`src/spr_consts.svh`:
```
// Constants shared by both ends of the serial register access link.
// Function
// - Every transaction is one 40-bit datagram.
// - Device returns one bit per bit received.
// - Master holds select low whole datagram.
// - Address byte then four data bytes, 32-bit words.
// - Bit 39 high writes, low reads.
// - Master adds 0x80 to address for writes.
// - Status byte returned during bits 39..32.
// - Data word returned in every datagram.
// - After read, return that register's contents, zero for a write-only register.
// - After write, mirror the written word.
// - Read value latched right after request.
// - Read ignores data bits, register untouched.
// - Master may pipeline reads back to back.
// - Values right-aligned, two's complement or binary.
// - Read-only and write-only registers stay undisturbed.
// - Sample on rising, change after falling edge.
// - Most significant bit goes first.
// - Short datagram is invalid, no access.
// - Last 40 bits execute; extra bits delayed 40.
`ifndef SPR_CONSTS_SVH
`define SPR_CONSTS_SVH

`define SPR_DGRAM_BITS 6'd40
`define SPR_DGRAM_MSB 39
`define SPR_WRITE_BIT 39
`define SPR_ADDR_MSB 38
`define SPR_ADDR_LSB 32
`define SPR_DATA_MSB 31
`define SPR_WRITE_FLAG 8'h80
`define SPR_STATUS_RESET 8'h00
`define SPR_WORD_RESET 32'h00000000
`define SPR_PIN_SELECT 0
`define SPR_PIN_CLOCK 1
`define SPR_PIN_DATA 2
`define SPR_CLK_NS 4
`define SPR_HALF_BIT_NS 40
`define SPR_HALF_BIT_CYC ((`SPR_HALF_BIT_NS + `SPR_CLK_NS - 1) / `SPR_CLK_NS)

`endif

```
`src/spr_pkg.sv`:
```
// Types shared by both ends of the serial register access link.
package spr_pkg;
	typedef logic [39:0] spr_dgram_t;
	typedef logic [31:0] spr_word_t;
	typedef logic [7:0] spr_status_t;
	typedef logic [6:0] spr_addr_t;
	typedef enum {SPR_IDLE, SPR_LEAD, SPR_SHIFT, SPR_TAIL, SPR_GAP} spr_host_state_t;
endpackage : spr_pkg

```
`src/spr_link_if.sv`:
```
// Serial link between the register master and the register slave.
`timescale 1ns/10ps
interface spr_link_if;
	logic hostSelectN;
	logic hostSerialClock;
	logic hostSerialIn;
	logic hostSerialOut;
	logic hostSerialOutEn;
	logic hostSerialOutLine;

	// The released data line is pulled high.
	assign hostSerialOutLine = hostSerialOutEn ? hostSerialOut : 1'b1;

	modport device (
		input hostSelectN,
		input hostSerialClock,
		input hostSerialIn,
		output hostSerialOut,
		output hostSerialOutEn
	);

	modport host (
		output hostSelectN,
		output hostSerialClock,
		output hostSerialIn,
		input hostSerialOutLine
	);
endinterface : spr_link_if

```
`src/spr_sync_edge.sv`:
```
// Two-flop synchroniser with edge detection for three link pins.
`timescale 1ns/10ps
module spr_sync_edge (
	input wire logic clk,
	input wire logic reset,
	input wire logic [2:0] pinIn,
	output logic [2:0] level,
	output logic [2:0] rise,
	output logic [2:0] fall
);
	import spr_pkg::*;

	logic [2:0] stage1;
	logic [2:0] stage2;
	logic [2:0] stage3;

	always_ff @(posedge clk or posedge reset) begin
		if (reset) begin
			stage1 <= 3'h1;
			stage2 <= 3'h1;
			stage3 <= 3'h1;
		end else begin
			stage1 <= pinIn;
			stage2 <= stage1;
			stage3 <= stage2;
		end
	end

	assign level = stage2;
	assign rise = stage2 & ~stage3;
	assign fall = ~stage2 & stage3;
endmodule : spr_sync_edge

```
`src/spr_device_end.sv`:
```
// Register slave end of the serial link.
`timescale 1ns/10ps
`include "spr_consts.svh"
module spr_device_end (
	input wire logic clk,
	input wire logic reset,
	spr_link_if.device link,
	input wire spr_pkg::spr_status_t eventStatus,
	input wire spr_pkg::spr_word_t regReadData,
	input wire logic regReadOnly,
	input wire logic regWriteOnly,
	output spr_pkg::spr_addr_t regAddr,
	output spr_pkg::spr_word_t regWriteData,
	output logic regWrite,
	output logic regRead,
	output logic cmdInvalid
);
	import spr_pkg::*;

	logic [2:0] pinLevel;
	logic [2:0] pinRise;
	logic [2:0] pinFall;
	logic inFrame;
	logic frameStart;
	logic frameEnd;
	logic clockRise;
	logic clockFall;
	logic dataIn;
	logic [5:0] bitCount;
	logic frameComplete;
	spr_dgram_t shiftReg;
	logic outBit;
	spr_word_t returnWord;
	logic writePend;
	logic readPend;

	// Every pin from the master passes two flops before use.
	spr_sync_edge pinSync (
		.clk(clk),
		.reset(reset),
		.pinIn({link.hostSerialIn, link.hostSerialClock, link.hostSelectN}),
		.level(pinLevel),
		.rise(pinRise),
		.fall(pinFall)
	);

	assign frameStart = pinFall[`SPR_PIN_SELECT];
	assign frameEnd = pinRise[`SPR_PIN_SELECT] & inFrame;
	assign clockRise = pinRise[`SPR_PIN_CLOCK] & inFrame;
	assign clockFall = pinFall[`SPR_PIN_CLOCK] & inFrame;
	assign dataIn = pinLevel[`SPR_PIN_DATA];
	assign frameComplete = (bitCount == `SPR_DGRAM_BITS);

	// The frame is open from the select falling to it rising again.
	always_ff @(posedge clk or posedge reset) begin
		if (reset) begin
			inFrame <= 1'b0;
		end else if (frameStart) begin
			inFrame <= 1'b1;
		end else if (pinRise[`SPR_PIN_SELECT]) begin
			inFrame <= 1'b0;
		end
	end

	// The count saturates at a full datagram so longer frames still execute.
	always_ff @(posedge clk or posedge reset) begin
		if (reset) begin
			bitCount <= 6'h00;
		end else if (frameStart) begin
			bitCount <= 6'h00;
		end else if (clockRise && !frameComplete) begin
			bitCount <= bitCount + 6'h01;
		end
	end

	// One register serves as reply source and command collector.
	// Bits past 40 fall out of the top forty clocks after entering.
	always_ff @(posedge clk or posedge reset) begin
		if (reset) begin
			shiftReg <= {`SPR_STATUS_RESET, `SPR_WORD_RESET};
		end else if (frameStart) begin
			shiftReg <= {eventStatus, returnWord};
		end else if (clockRise) begin
			shiftReg <= {shiftReg[`SPR_DGRAM_MSB - 1:0], dataIn};
		end
	end

	// The reply bit changes only when select falls and after a falling serial clock edge.
	always_ff @(posedge clk or posedge reset) begin
		if (reset) begin
			outBit <= 1'b0;
		end else if (frameStart) begin
			outBit <= eventStatus[7];
		end else if (clockFall) begin
			outBit <= shiftReg[`SPR_DGRAM_MSB];
		end
	end

	assign link.hostSerialOut = outBit;
	assign link.hostSerialOutEn = inFrame;

	// Only the last forty bits before select rises form the command.
	always_ff @(posedge clk or posedge reset) begin
		if (reset) begin
			writePend <= 1'b0;
			readPend <= 1'b0;
			cmdInvalid <= 1'b0;
		end else begin
			writePend <= frameEnd && frameComplete && shiftReg[`SPR_WRITE_BIT];
			readPend <= frameEnd && frameComplete && !shiftReg[`SPR_WRITE_BIT];
			cmdInvalid <= frameEnd && !frameComplete;
		end
	end

	// Address and data are held until the next command replaces them.
	always_ff @(posedge clk or posedge reset) begin
		if (reset) begin
			regAddr <= 7'h00;
			regWriteData <= `SPR_WORD_RESET;
		end else if (frameEnd && frameComplete) begin
			regAddr <= shiftReg[`SPR_ADDR_MSB:`SPR_ADDR_LSB];
			regWriteData <= shiftReg[`SPR_DATA_MSB:0];
		end
	end

	// Access qualifiers come from the register file for the held address.
	assign regWrite = writePend & ~regReadOnly;
	assign regRead = readPend & ~regWriteOnly;

	// The word for the next frame is latched the cycle after the request.
	// Register values arrive right-aligned and zero or sign extended.
	always_ff @(posedge clk or posedge reset) begin
		if (reset) begin
			returnWord <= `SPR_WORD_RESET;
		end else if (writePend) begin
			returnWord <= regWriteData;
		end else if (readPend) begin
			returnWord <= regWriteOnly ? `SPR_WORD_RESET : regReadData;
		end
	end

endmodule : spr_device_end

```
`src/flat_wrapper.sv`:
```
// flat-port wrapper written by rule: the top's interface ports become plain ports
module spr_device_end_flat import spr_pkg::*;
  (clk, reset, eventStatus, regReadData, regReadOnly, regWriteOnly, regAddr, regWriteData, regWrite, regRead, cmdInvalid, link_hostSelectN, link_hostSerialClock, link_hostSerialIn, link_hostSerialOut, link_hostSerialOutEn);
  spr_link_if link_i ();
  input wire logic clk;
  input wire logic reset;
  input wire spr_pkg::spr_status_t eventStatus;
  input wire spr_pkg::spr_word_t regReadData;
  input wire logic regReadOnly;
  input wire logic regWriteOnly;
  output spr_pkg::spr_addr_t regAddr;
  output spr_pkg::spr_word_t regWriteData;
  output logic regWrite;
  output logic regRead;
  output logic cmdInvalid;
  input wire logic [$bits(link_i.hostSelectN)-1:0] link_hostSelectN;
  input wire logic [$bits(link_i.hostSerialClock)-1:0] link_hostSerialClock;
  input wire logic [$bits(link_i.hostSerialIn)-1:0] link_hostSerialIn;
  output wire logic [$bits(link_i.hostSerialOut)-1:0] link_hostSerialOut;
  output wire logic [$bits(link_i.hostSerialOutEn)-1:0] link_hostSerialOutEn;
  assign link_i.hostSelectN = link_hostSelectN;
  assign link_i.hostSerialClock = link_hostSerialClock;
  assign link_i.hostSerialIn = link_hostSerialIn;
  assign link_hostSerialOut = link_i.hostSerialOut;
  assign link_hostSerialOutEn = link_i.hostSerialOutEn;
  spr_device_end u_core (.clk(clk), .reset(reset), .link(link_i), .eventStatus(eventStatus), .regReadData(regReadData), .regReadOnly(regReadOnly), .regWriteOnly(regWriteOnly), .regAddr(regAddr), .regWriteData(regWriteData), .regWrite(regWrite), .regRead(regRead), .cmdInvalid(cmdInvalid));
endmodule
```
`config.mk`:
```
export PLATFORM = sky130hd
export DESIGN_NAME = spr_device_end_flat
export DESIGN_NICKNAME = d
export VERILOG_FILES = /design/src/spr_pkg.sv /design/src/spr_link_if.sv /design/src/spr_sync_edge.sv /design/src/spr_device_end.sv /design/src/flat_wrapper.sv
export VERILOG_INCLUDE_DIRS = /design/src
export SDC_FILE = /design/constraint.sdc
export NUM_CORES = 1
export LEC_CHECK = 0
export ABC_AREA = 1
export BUFFER_PORTS_ARGS = -buffer_cell sky130_fd_sc_hd__buf_2
export CORE_UTILIZATION = 55
export DETAILED_ROUTE_END_ITERATION = 12
export PLACE_DENSITY = 0.78
export SYNTH_ARGS = -nofsm -noshare
export SYNTH_HDL_FRONTEND = slang
export SYNTH_SLANG_ARGS = --single-unit
```
`constraint.sdc`:
```
create_clock -name clk -period 12.64 [get_ports clk]
set_input_delay 3.16 -clock clk [delete_from_list [all_inputs] [get_ports clk]]
set_output_delay 3.16 -clock clk [all_outputs]
set_load 0.1 [all_outputs]
```
==> results of run 1 <==
sequential cells by signal, indices dropped and copies added (netlist names):
register,count
u_core.bitCount,6
u_core.cmdInvalid,1
u_core.link.hostSerialOut,1
u_core.link.hostSerialOutEn,1
u_core.pinSync.level,3
u_core.pinSync.stage1,3
u_core.pinSync.stage3,2
u_core.readPend,1
u_core.regAddr,7
u_core.regWriteData,32
u_core.returnWord,32
u_core.shiftReg,40
u_core.writePend,1
path summary, 6_finish.rpt:
kind | from | endpoint
max | regWriteOnly | regRead
min | u_core.pinSync.stage1[2] | u_core.pinSync.level[2]
max reg2reg | u_core.pinSync.stage3[0] | u_core.shiftReg[35]
min reg2reg | u_core.pinSync.stage1[2] | u_core.pinSync.level[2]
max in group asynchronous | reset | u_core.regWriteData[24]
min in group asynchronous | reset | u_core.regWriteData[13]
per-layer routing:
metal	vias up	part of all wire, %
met5	-	0
met4	0	1.9
met3	20	5.1
met2	134	50
met1	2218	43
li1	2178	-
synthesized netlist by cell type (all sizes together):
| master | number |
|---|---|
| inv | 48 |
| or2 | 1 |
| nand2 | 186 |
| clkinv | 1 |
| dfrtp | 127 |
| dfstp | 3 |
| nor2 | 12 |
| o21ai | 68 |
| ha | 4 |
| o21bai | 1 |
| clkbuf | 19 |
| nor3 | 3 |
| nand4 | 5 |
| buf | 16 |
| o211ai | 32 |
| nand3 | 86 |
cells by family (layout without fill, tap and decap cells):
logic type      count (synthesis)  after routing  share of synthesized area [%]
simple gates                  293            293                           22.1
flops                         130            130                           57.8
compound gates                101            101                           12.5
buf+inv                        84            176                           6.68
fa+ha+maj                       4              4                          0.888
worst max-delay path, delay by kind of cell:
kind | cells | cell delay, ns
buf+inv | 5 | 1.00
simple gates | 1 | 0.04
through the flow:
step           cells  total power, mW  utilization, %  setup WS [ns]
5_1_grt          837             1.07            67.6           5.19
3_5_place_dp     806            0.565            62.0           5.27
2_1_floorplan    612            0.537               -           5.07
3_3_place_gp     806            0.561            62.0           5.27
6_report         837             1.02            67.6           5.26
4_1_cts          837             1.03            67.6           5.27
where the power goes:
group / internal (mW) / switching [mW] / total (mW)
sequential: 0.448 / 0.0124 / 0.461
combinational: 0.0273 / 0.0714 / 0.0986
clock: 0.287 / 0.176 / 0.463
total: 0.763 / 0.259 / 1.02
layout make-up:
type	instances	area, um^2
clock inverter	11	113
sequential	130	3260
timing repair buffer	96	495
clock buffer	20	445
inverter	49	189
multi-input combinational	398	2000
tap	133	166
fill	765	3190
==> impl_metrics.py, run 1 <==
metrics = {
    "drt": {
        "routedWlPerCell_um": 15.4,
        "drc": 0,
        "ant_nets": 0,
        "routed_wl_um": 12900,
        "via_per_inst": 5.44,
        "vias": 4550,
        "firstDrtPassIters": 5,
        "drt-initial-drc-count": 323,
    },
    "place": {
        "placedInstanceArea_um2": 6110,
        "gp_congestion": 0.768,
        "hpwlAfterDp_um": 7630,
        "io_buffer_count": 90,
    },
    "synth": {
        "netlist_area_um2": 5640,
        "synth_area_leaders": "dfrtp_1 56%, nand2_1 12%, nand3_1 7.5%",
        "netlist_instances": 612,
        "synth_top_area_cell": "dfrtp_1",
        "ys_ff_latch": 130,
        "seq_area_frac_synth_pct": 57.8,
        "synth_warnings": 0,
        "synth.distinct_cells": 25,
        "avgSynthCellArea_um2": 9.21,
        "syn-num-nets": 663,
        "yosysTopAreaCellShare_pct": 56.4,
    },
    "clocking": {
        "clk_latency_ns": 0.53,
        "cts_resized": 0,
        "hold_buffers": 0,
        "cts.sinks": 130,
        "cts_inserted_buffers": 17,
        "cts_tree": "built",
        "htree_levels": 4,
        "cts_root_buf": "clkbuf_8",
        "cts_buffer_depth": 2,
        "cts.clk_slew.worst_paths_ns": 0.06,
        "cts_setup_buffers": 0,
    },
    "hold_path": {
        "hp-class": "reg2reg",
        "whs_path_depth": 0,
    },
    "timing": {
        "setup_viol": 0,
        "finalMaxSlewViolations": 0,
        "fin_setup_tns_ns": 0,
        "layout_min_cycle_time_ns": 7.38,
        "finalCritPeriodShare_pct": 58.3,
        "whs_ns": 0.347,
        "tightest_slew_ns": 1.12,
        "fmax_ghz": 0.136,
        "fin_skew_ns": 0.00910,
        "hold_viol": 0,
        "rsz0062_at_grt": "false",
        "relSlewSlack_pct": 25.3,
    },
    "finish": {
        "drive_above_1_share_pct": 24.1,
        "final_cell_area_um2": 6670,
        "layout_commonest_cell": "nand2_1",
        "final_nets": 743,
        "area_growth_pct": 18.4,
        "final_cell_mix": "184 x nand2_1, 127 x dfrtp_1, 90 x buf_2",
        "diodes": 0,
    },
    "floorplanning": {
        "placementRows": 36,
        "die_w_um": 103,
        "core-area_um2": 9860,
        "initial_utilization_pct": 57.1,
        "die_h_um": 103,
        "dieArea_um2": 10700,
        "io_pins": 91,
    },
    "job": {
        "maxCapViolCount": 0,
    },
    "global_route": {
        "track_usage_pct": 26.9,
        "grt_start_max_net_pins": 85,
        "use_met1_pct": 34.4,
        "grt_busiest_layer": "met2",
        "grt_pass1_vias": 4461,
        "antenna_found_initial": 0,
        "met3_usage_pct": 6.65,
        "grt_pass1_wl_um": 21300,
        "gr-total-overflow": 0,
        "grtUsageMet2_pct": 44.3,
    },
    "power_and_ir_drop": {
        "powerDensity_nw_per_um2": 153,
        "peakVddDrop_mv": 0.110,
        "p_leak_nw": 3.33,
    },
    "worst_setup_path": {
        "r2r_setup_slack_ns": 9.93,
        "path_class": "in2out",
        "cp_max_fo": 33,
        "cp.arrival_ns": 4.22,
        "crit_path_end_kind": "output port",
        "slowest_stage": "buf_2",
        "startpoint_type": "input port",
        "crit_path_max_incr_delay_ns": 0.50,
        "path_cells": "buf_2, inv_1, nand2_1, inv_1, buf_4, buf_2",
        "cp.required_ns": 9.48,
        "worstRegToRegCells": 6,
    },
    "status": {
        "status": "finished clean",
    },
}
No activity file was read; power rests on OpenSTA's default activity.
==> run 2, diff against run 1 <==
- clock period: 12.64 -> 7.05 ns (I/O delays scaled with it)
==> impl_metrics.py, run 2 (synthesis results as in run 1) <==
metrics = {
    "status": {
        "status": "finished clean",
    },
    "power_and_ir_drop": {
        "powerDensity_nw_per_um2": 285,
        "peakVddDrop_mv": 0.221,
        "total_power_mw": 1.92,
        "p_leak_nw": 3.36,
    },
    "drt": {
        "routed_wl_um": 12800,
        "routedWlPerCell_um": 15.3,
        "vias": 4604,
        "firstDrtPassIters": 5,
        "ant_nets": 0,
        "drc": 0,
        "via_per_inst": 5.50,
        "drt-initial-drc-count": 247,
    },
    "finish": {
        "largest_reg_flops": 40,
        "layout_commonest_cell": "nand2_1",
        "drive_above_1_share_pct": 24.3,
        "final_cell_mix": "184 x nand2_1, 127 x dfrtp_1, 90 x buf_2",
        "top_register": "u_core.shiftReg",
        "area_growth_pct": 19.5,
        "diodes": 0,
        "reg_top3": "u_core.shiftReg: 40 flops, u_core.regWriteData: 32 flops, u_core.returnWord: 32 flops",
        "final_nets": 743,
    },
    "global_route": {
        "grt_start_max_net_pins": 82,
        "grt_pass1_vias": 4542,
        "gr-total-overflow": 0,
        "antenna_found_initial": 0,
        "track_usage_pct": 26.2,
        "grt_pass1_wl_um": 20800,
    },
    "clocking": {
        "cts.sinks": 130,
        "cts_resized": 0,
        "cts_setup_buffers": 0,
        "cts.clk_slew.worst_paths_ns": 0.05,
        "cts_buffer_depth": 2,
        "htree_levels": 4,
        "cts_inserted_buffers": 17,
        "hold_buffers": 0,
        "clk_latency_ns": 0.52,
        "cts_tree": "built",
        "cts_root_buf": "clkbuf_8",
    },
    "worst_setup_path": {
        "cp.arrival_ns": 2.50,
        "crit_path_end_kind": "output port",
        "startpoint_type": "input port",
        "cp.required_ns": 5.29,
        "cp_max_fo": 2,
        "path_class": "in2out",
    },
    "timing": {
        "hold_viol": 0,
        "tightest_slew_ns": 1.07,
        "relSlewSlack_pct": 28.2,
        "finalCritPeriodShare_pct": 60.5,
        "layout_min_cycle_time_ns": 4.26,
        "setup_viol": 0,
        "fmax_ghz": 0.234,
        "fin_setup_tns_ns": 0,
        "finalMaxSlewViolations": 0,
        "rsz0062_at_grt": "false",
        "fin_skew_ns": 0.00761,
    },
    "floorplanning": {
        "dieArea_um2": 10700,
        "core-area_um2": 9860,
        "initial_utilization_pct": 57.1,
        "die_w_um": 103,
        "io_pins": 91,
        "placementRows": 36,
        "die_h_um": 103,
    },
    "place": {
        "io_buffer_count": 90,
        "hpwlAfterDp_um": 7620,
        "gp_congestion": 0.754,
    },
    "hold_path": {
        "hp-class": "reg2reg",
    },
    "job": {
        "maxCapViolCount": 0,
    },
}
==> run 2: cell types whose count changed in the layout (fill, tap and decap cells not counted), sizes merged <==
cell      before  now
clkbuf        20   21
bufinv         2    4
clkinvlp       3    2
clkinv         7    5
==> run 2: metal layers <==
layer | vias up | wire length [um] | track usage, %
met4 | 0 | 264 | 11.4
li1 | 2177 | - | -
met3 | 23 | 872 | 7.93
met5 | - | 0 | 0
met2 | 176 | 6080 | 41.6
met1 | 2228 | 5550 | 33.4
==> run 2: metrics by stage <==
stage / utilization, % / worst slack, ns / cell area (um^2) / hold WS (ns) / cells
after global routing: 68.3 / 2.75 / 6740 / 0.360 / 837
after CTS: 68.3 / 2.79 / 6740 / 0.359 / 837
after detailed placement: 62.0 / 2.79 / 6110 / 0.336 / 806
after floorplan: - / 1.82 / 5640 / 0.331 / 612
final: 68.3 / 2.79 / 6740 / 0.352 / 837
after global placement: 62.0 / 2.81 / 6110 / 0.334 / 806
==> run 2: layout make-up <==
type / instances / area, um^2
sequential: 130 / 3260
fill: 743 / 3130
multi-input combinational: 398 / 2000
timing repair buffer: 96 / 495
clock buffer: 21 / 469
inverter: 49 / 189
tap: 133 / 166
clock inverter: 10 / 155
==> run 2: where the power goes <==
group / switching, mW / internal (mW)
combinational: 0.126 / 0.0487
clock: 0.312 / 0.607
sequential: 0.0228 / 0.804
total: 0.460 / 1.46
==> run 2: final timing paths <==
kind                                          startpoint                 endpoint  slack [ns]  depth (start not counted)
worst min-delay path            u_core.pinSync.stage1[1]  u_core.pinSync.level[1]        0.35                          0
min in group asynchronous                          reset      u_core.shiftReg[13]        1.41                          2
worst max-delay path                        regWriteOnly                  regRead        2.79                          5
max in group asynchronous                          reset  u_core.regWriteData[23]        4.33                          3
worst min register to register  u_core.pinSync.stage1[1]  u_core.pinSync.level[1]        0.35                          0
worst max register to register  u_core.pinSync.stage3[0]      u_core.shiftReg[38]        4.38                          6
==> run 2: worst max-delay path: stages <==
cell and delay (ns):
buf_2 0.10, inv_1 0.05, nand2_1 0.05, inv_1 0.10
buf_2 0.43
==> run 3, diff against run 2 <==
- clock period: 7.05 -> 4 ns (I/O delays scaled with it)
==> impl_metrics.py, run 3 (synthesis results as in run 1) <==
metrics = {
    "status": {
        "status": "finished clean",
    },
    "finish": {
        "reg_top3": "u_core.shiftReg: 40 flops, u_core.regWriteData: 32 flops, u_core.returnWord: 32 flops",
        "final_cell_mix": "184 x nand2_1, 127 x dfrtp_1, 90 x buf_2",
        "drive_above_1_share_pct": 24.0,
        "top_register": "u_core.shiftReg",
        "fill_cells": 778,
        "largest_reg_flops": 40,
        "diodes": 0,
        "final_nets": 745,
        "area_growth_pct": 18.5,
        "layout_commonest_cell": "nand2_1",
    },
    "power_and_ir_drop": {
        "clockPowerShare_pct": 44.1,
        "seq_power_share_pct": 46.0,
        "power_frac_comb_pct": 9.9,
        "sw_frac_of_total_pct": 24.7,
        "switching_power_mw": 0.781,
        "peakVddDrop_mv": 0.375,
        "p_leak_nw": 3.34,
        "powerDensity_nw_per_um2": 474,
        "power.internal_mw": 2.38,
    },
    "clocking": {
        "cts.clk_slew.worst_paths_ns": 0.05,
        "cts.sinks": 130,
        "cts_setup_buffers": 0,
        "cts_inserted_buffers": 17,
        "htree_levels": 4,
        "clk_latency_ns": 0.52,
        "cts_root_buf": "clkbuf_8",
        "cts_resized": 0,
        "cts_buffer_depth": 2,
        "hold_buffers": 0,
        "cts_tree": "built",
    },
    "timing": {
        "rsz0062_at_grt": "false",
        "relSlewSlack_pct": 26.8,
        "whs_ns": 0.353,
        "hold_viol": 0,
        "fin_skew_ns": 0.00719,
        "layout_min_cycle_time_ns": 2.75,
        "fmax_ghz": 0.363,
        "finalCritPeriodShare_pct": 68.8,
        "layout_setup_ws_ns": 1.25,
        "fin_setup_tns_ns": 0,
        "setup_viol": 0,
        "tightest_slew_ns": 1.10,
        "finalMaxSlewViolations": 0,
    },
    "drt": {
        "routedWlPerCell_um": 15.1,
        "drt-initial-drc-count": 318,
        "wl_met3_um": 688,
        "routed_wl_um": 12600,
        "firstDrtPassIters": 4,
        "ant_nets": 0,
        "drc": 0,
        "wl_met2_um": 6130,
        "vias": 4503,
        "via_per_inst": 5.37,
        "routed.top_layer": "met4",
        "wl_met1_um": 5640,
    },
    "place": {
        "io_buffer_count": 90,
        "hpwlAfterDp_um": 7740,
        "dp_worst_setup_slack_ns": 1.27,
        "gp_congestion": 0.758,
    },
    "worst_setup_path": {
        "crit_path_end_kind": "output port",
        "cp_max_fo": 2,
        "path_class": "in2out",
        "cp.arrival_ns": 1.75,
        "cp.required_ns": 3.00,
        "startpoint_type": "input port",
    },
    "floorplanning": {
        "placementRows": 36,
        "die_w_um": 103,
        "dieArea_um2": 10700,
        "die_h_um": 103,
        "initial_utilization_pct": 57.1,
        "io_pins": 91,
        "core-area_um2": 9860,
    },
    "job": {
        "maxCapViolCount": 0,
    },
    "global_route": {
        "grt_pass1_vias": 4322,
        "antenna_found_initial": 0,
        "grt_start_max_net_pins": 82,
        "gr-total-overflow": 0,
        "track_usage_pct": 26.0,
        "grt_pass1_wl_um": 20700,
    },
    "hold_path": {
        "hp-class": "reg2reg",
    },
}
[run 3: changes by cell type in the layout (fill, tap and decap cells not counted)]
cell,previous run,this run
buf_12,0,1
buf_4,6,7
bufinv_16,4,1
clkbuf_1,0,3
clkinv_2,4,5
clkinvlp_4,2,1
inv_4,2,1
[run 3: worst max-delay path: stages]
cell and delay (ns):
buf_2 0.10, inv_1 0.06, nand2_1 0.06, inv_1 0.09
buf_2 0.43
[run 3: cell type report]
| type | count | area (um^2) | share of cell area, % |
|---|---|---|---|
| Multi-Input combinational cell | 398 | 2000 | 30.0 |
| Timing Repair Buffer | 98 | 523 | 7.83 |
| Tap cell | 133 | 166 | 2.49 |
| Sequential cell | 130 | 3260 | 48.8 |
| Inverter | 49 | 190 | 2.85 |
| Clock buffer | 24 | 480 | 7.20 |
| Clock inverter | 6 | 55.1 | 0.825 |
[run 3: path summary, 6_finish.rpt]
path	start	endpoint	slack, ns	cells past startpoint
min in group asynchronous	reset	u_core.returnWord[14]	0.74	2
worst min register to register	u_core.pinSync.stage1[1]	u_core.pinSync.level[1]	0.35	0
max in group asynchronous	reset	u_core.pinSync.stage1[0]	2.36	3
worst max register to register	u_core.pinSync.stage3[0]	u_core.shiftReg[31]	1.61	5
worst min-delay path	u_core.pinSync.stage1[1]	u_core.pinSync.level[1]	0.35	0
worst max-delay path	regWriteOnly	regRead	1.25	5
[run 3: routing by layer]
metal | track usage, % | vias to the layer above
met3 | 7.66 | 16
met2 | 40.3 | 126
met5 | 0 | -
met4 | 9.10 | 0
li1 | - | 2176
met1 | 35.5 | 2185
[run 3: per-stage QoR]
step	instances	instance area [um^2]	utilization, %	power, mW
after floorplan	612	5640	-	1.70
after global placement	808	6140	62.3	1.77
after detailed placement	808	6140	62.3	1.79
after CTS	838	6680	67.7	3.19
after global routing	838	6680	67.7	3.31
final	838	6680	67.7	3.16
[run 3: power by group through the flow]
stage / registers, mW / logic, mW / clock network [mW]
after floorplan: 1.49 / 0.207 / 0
after global placement: 1.47 / 0.299 / 0
after detailed placement: 1.48 / 0.312 / 0
after CTS: 1.46 / 0.317 / 1.42
after global routing: 1.46 / 0.363 / 1.48
final: 1.46 / 0.313 / 1.39
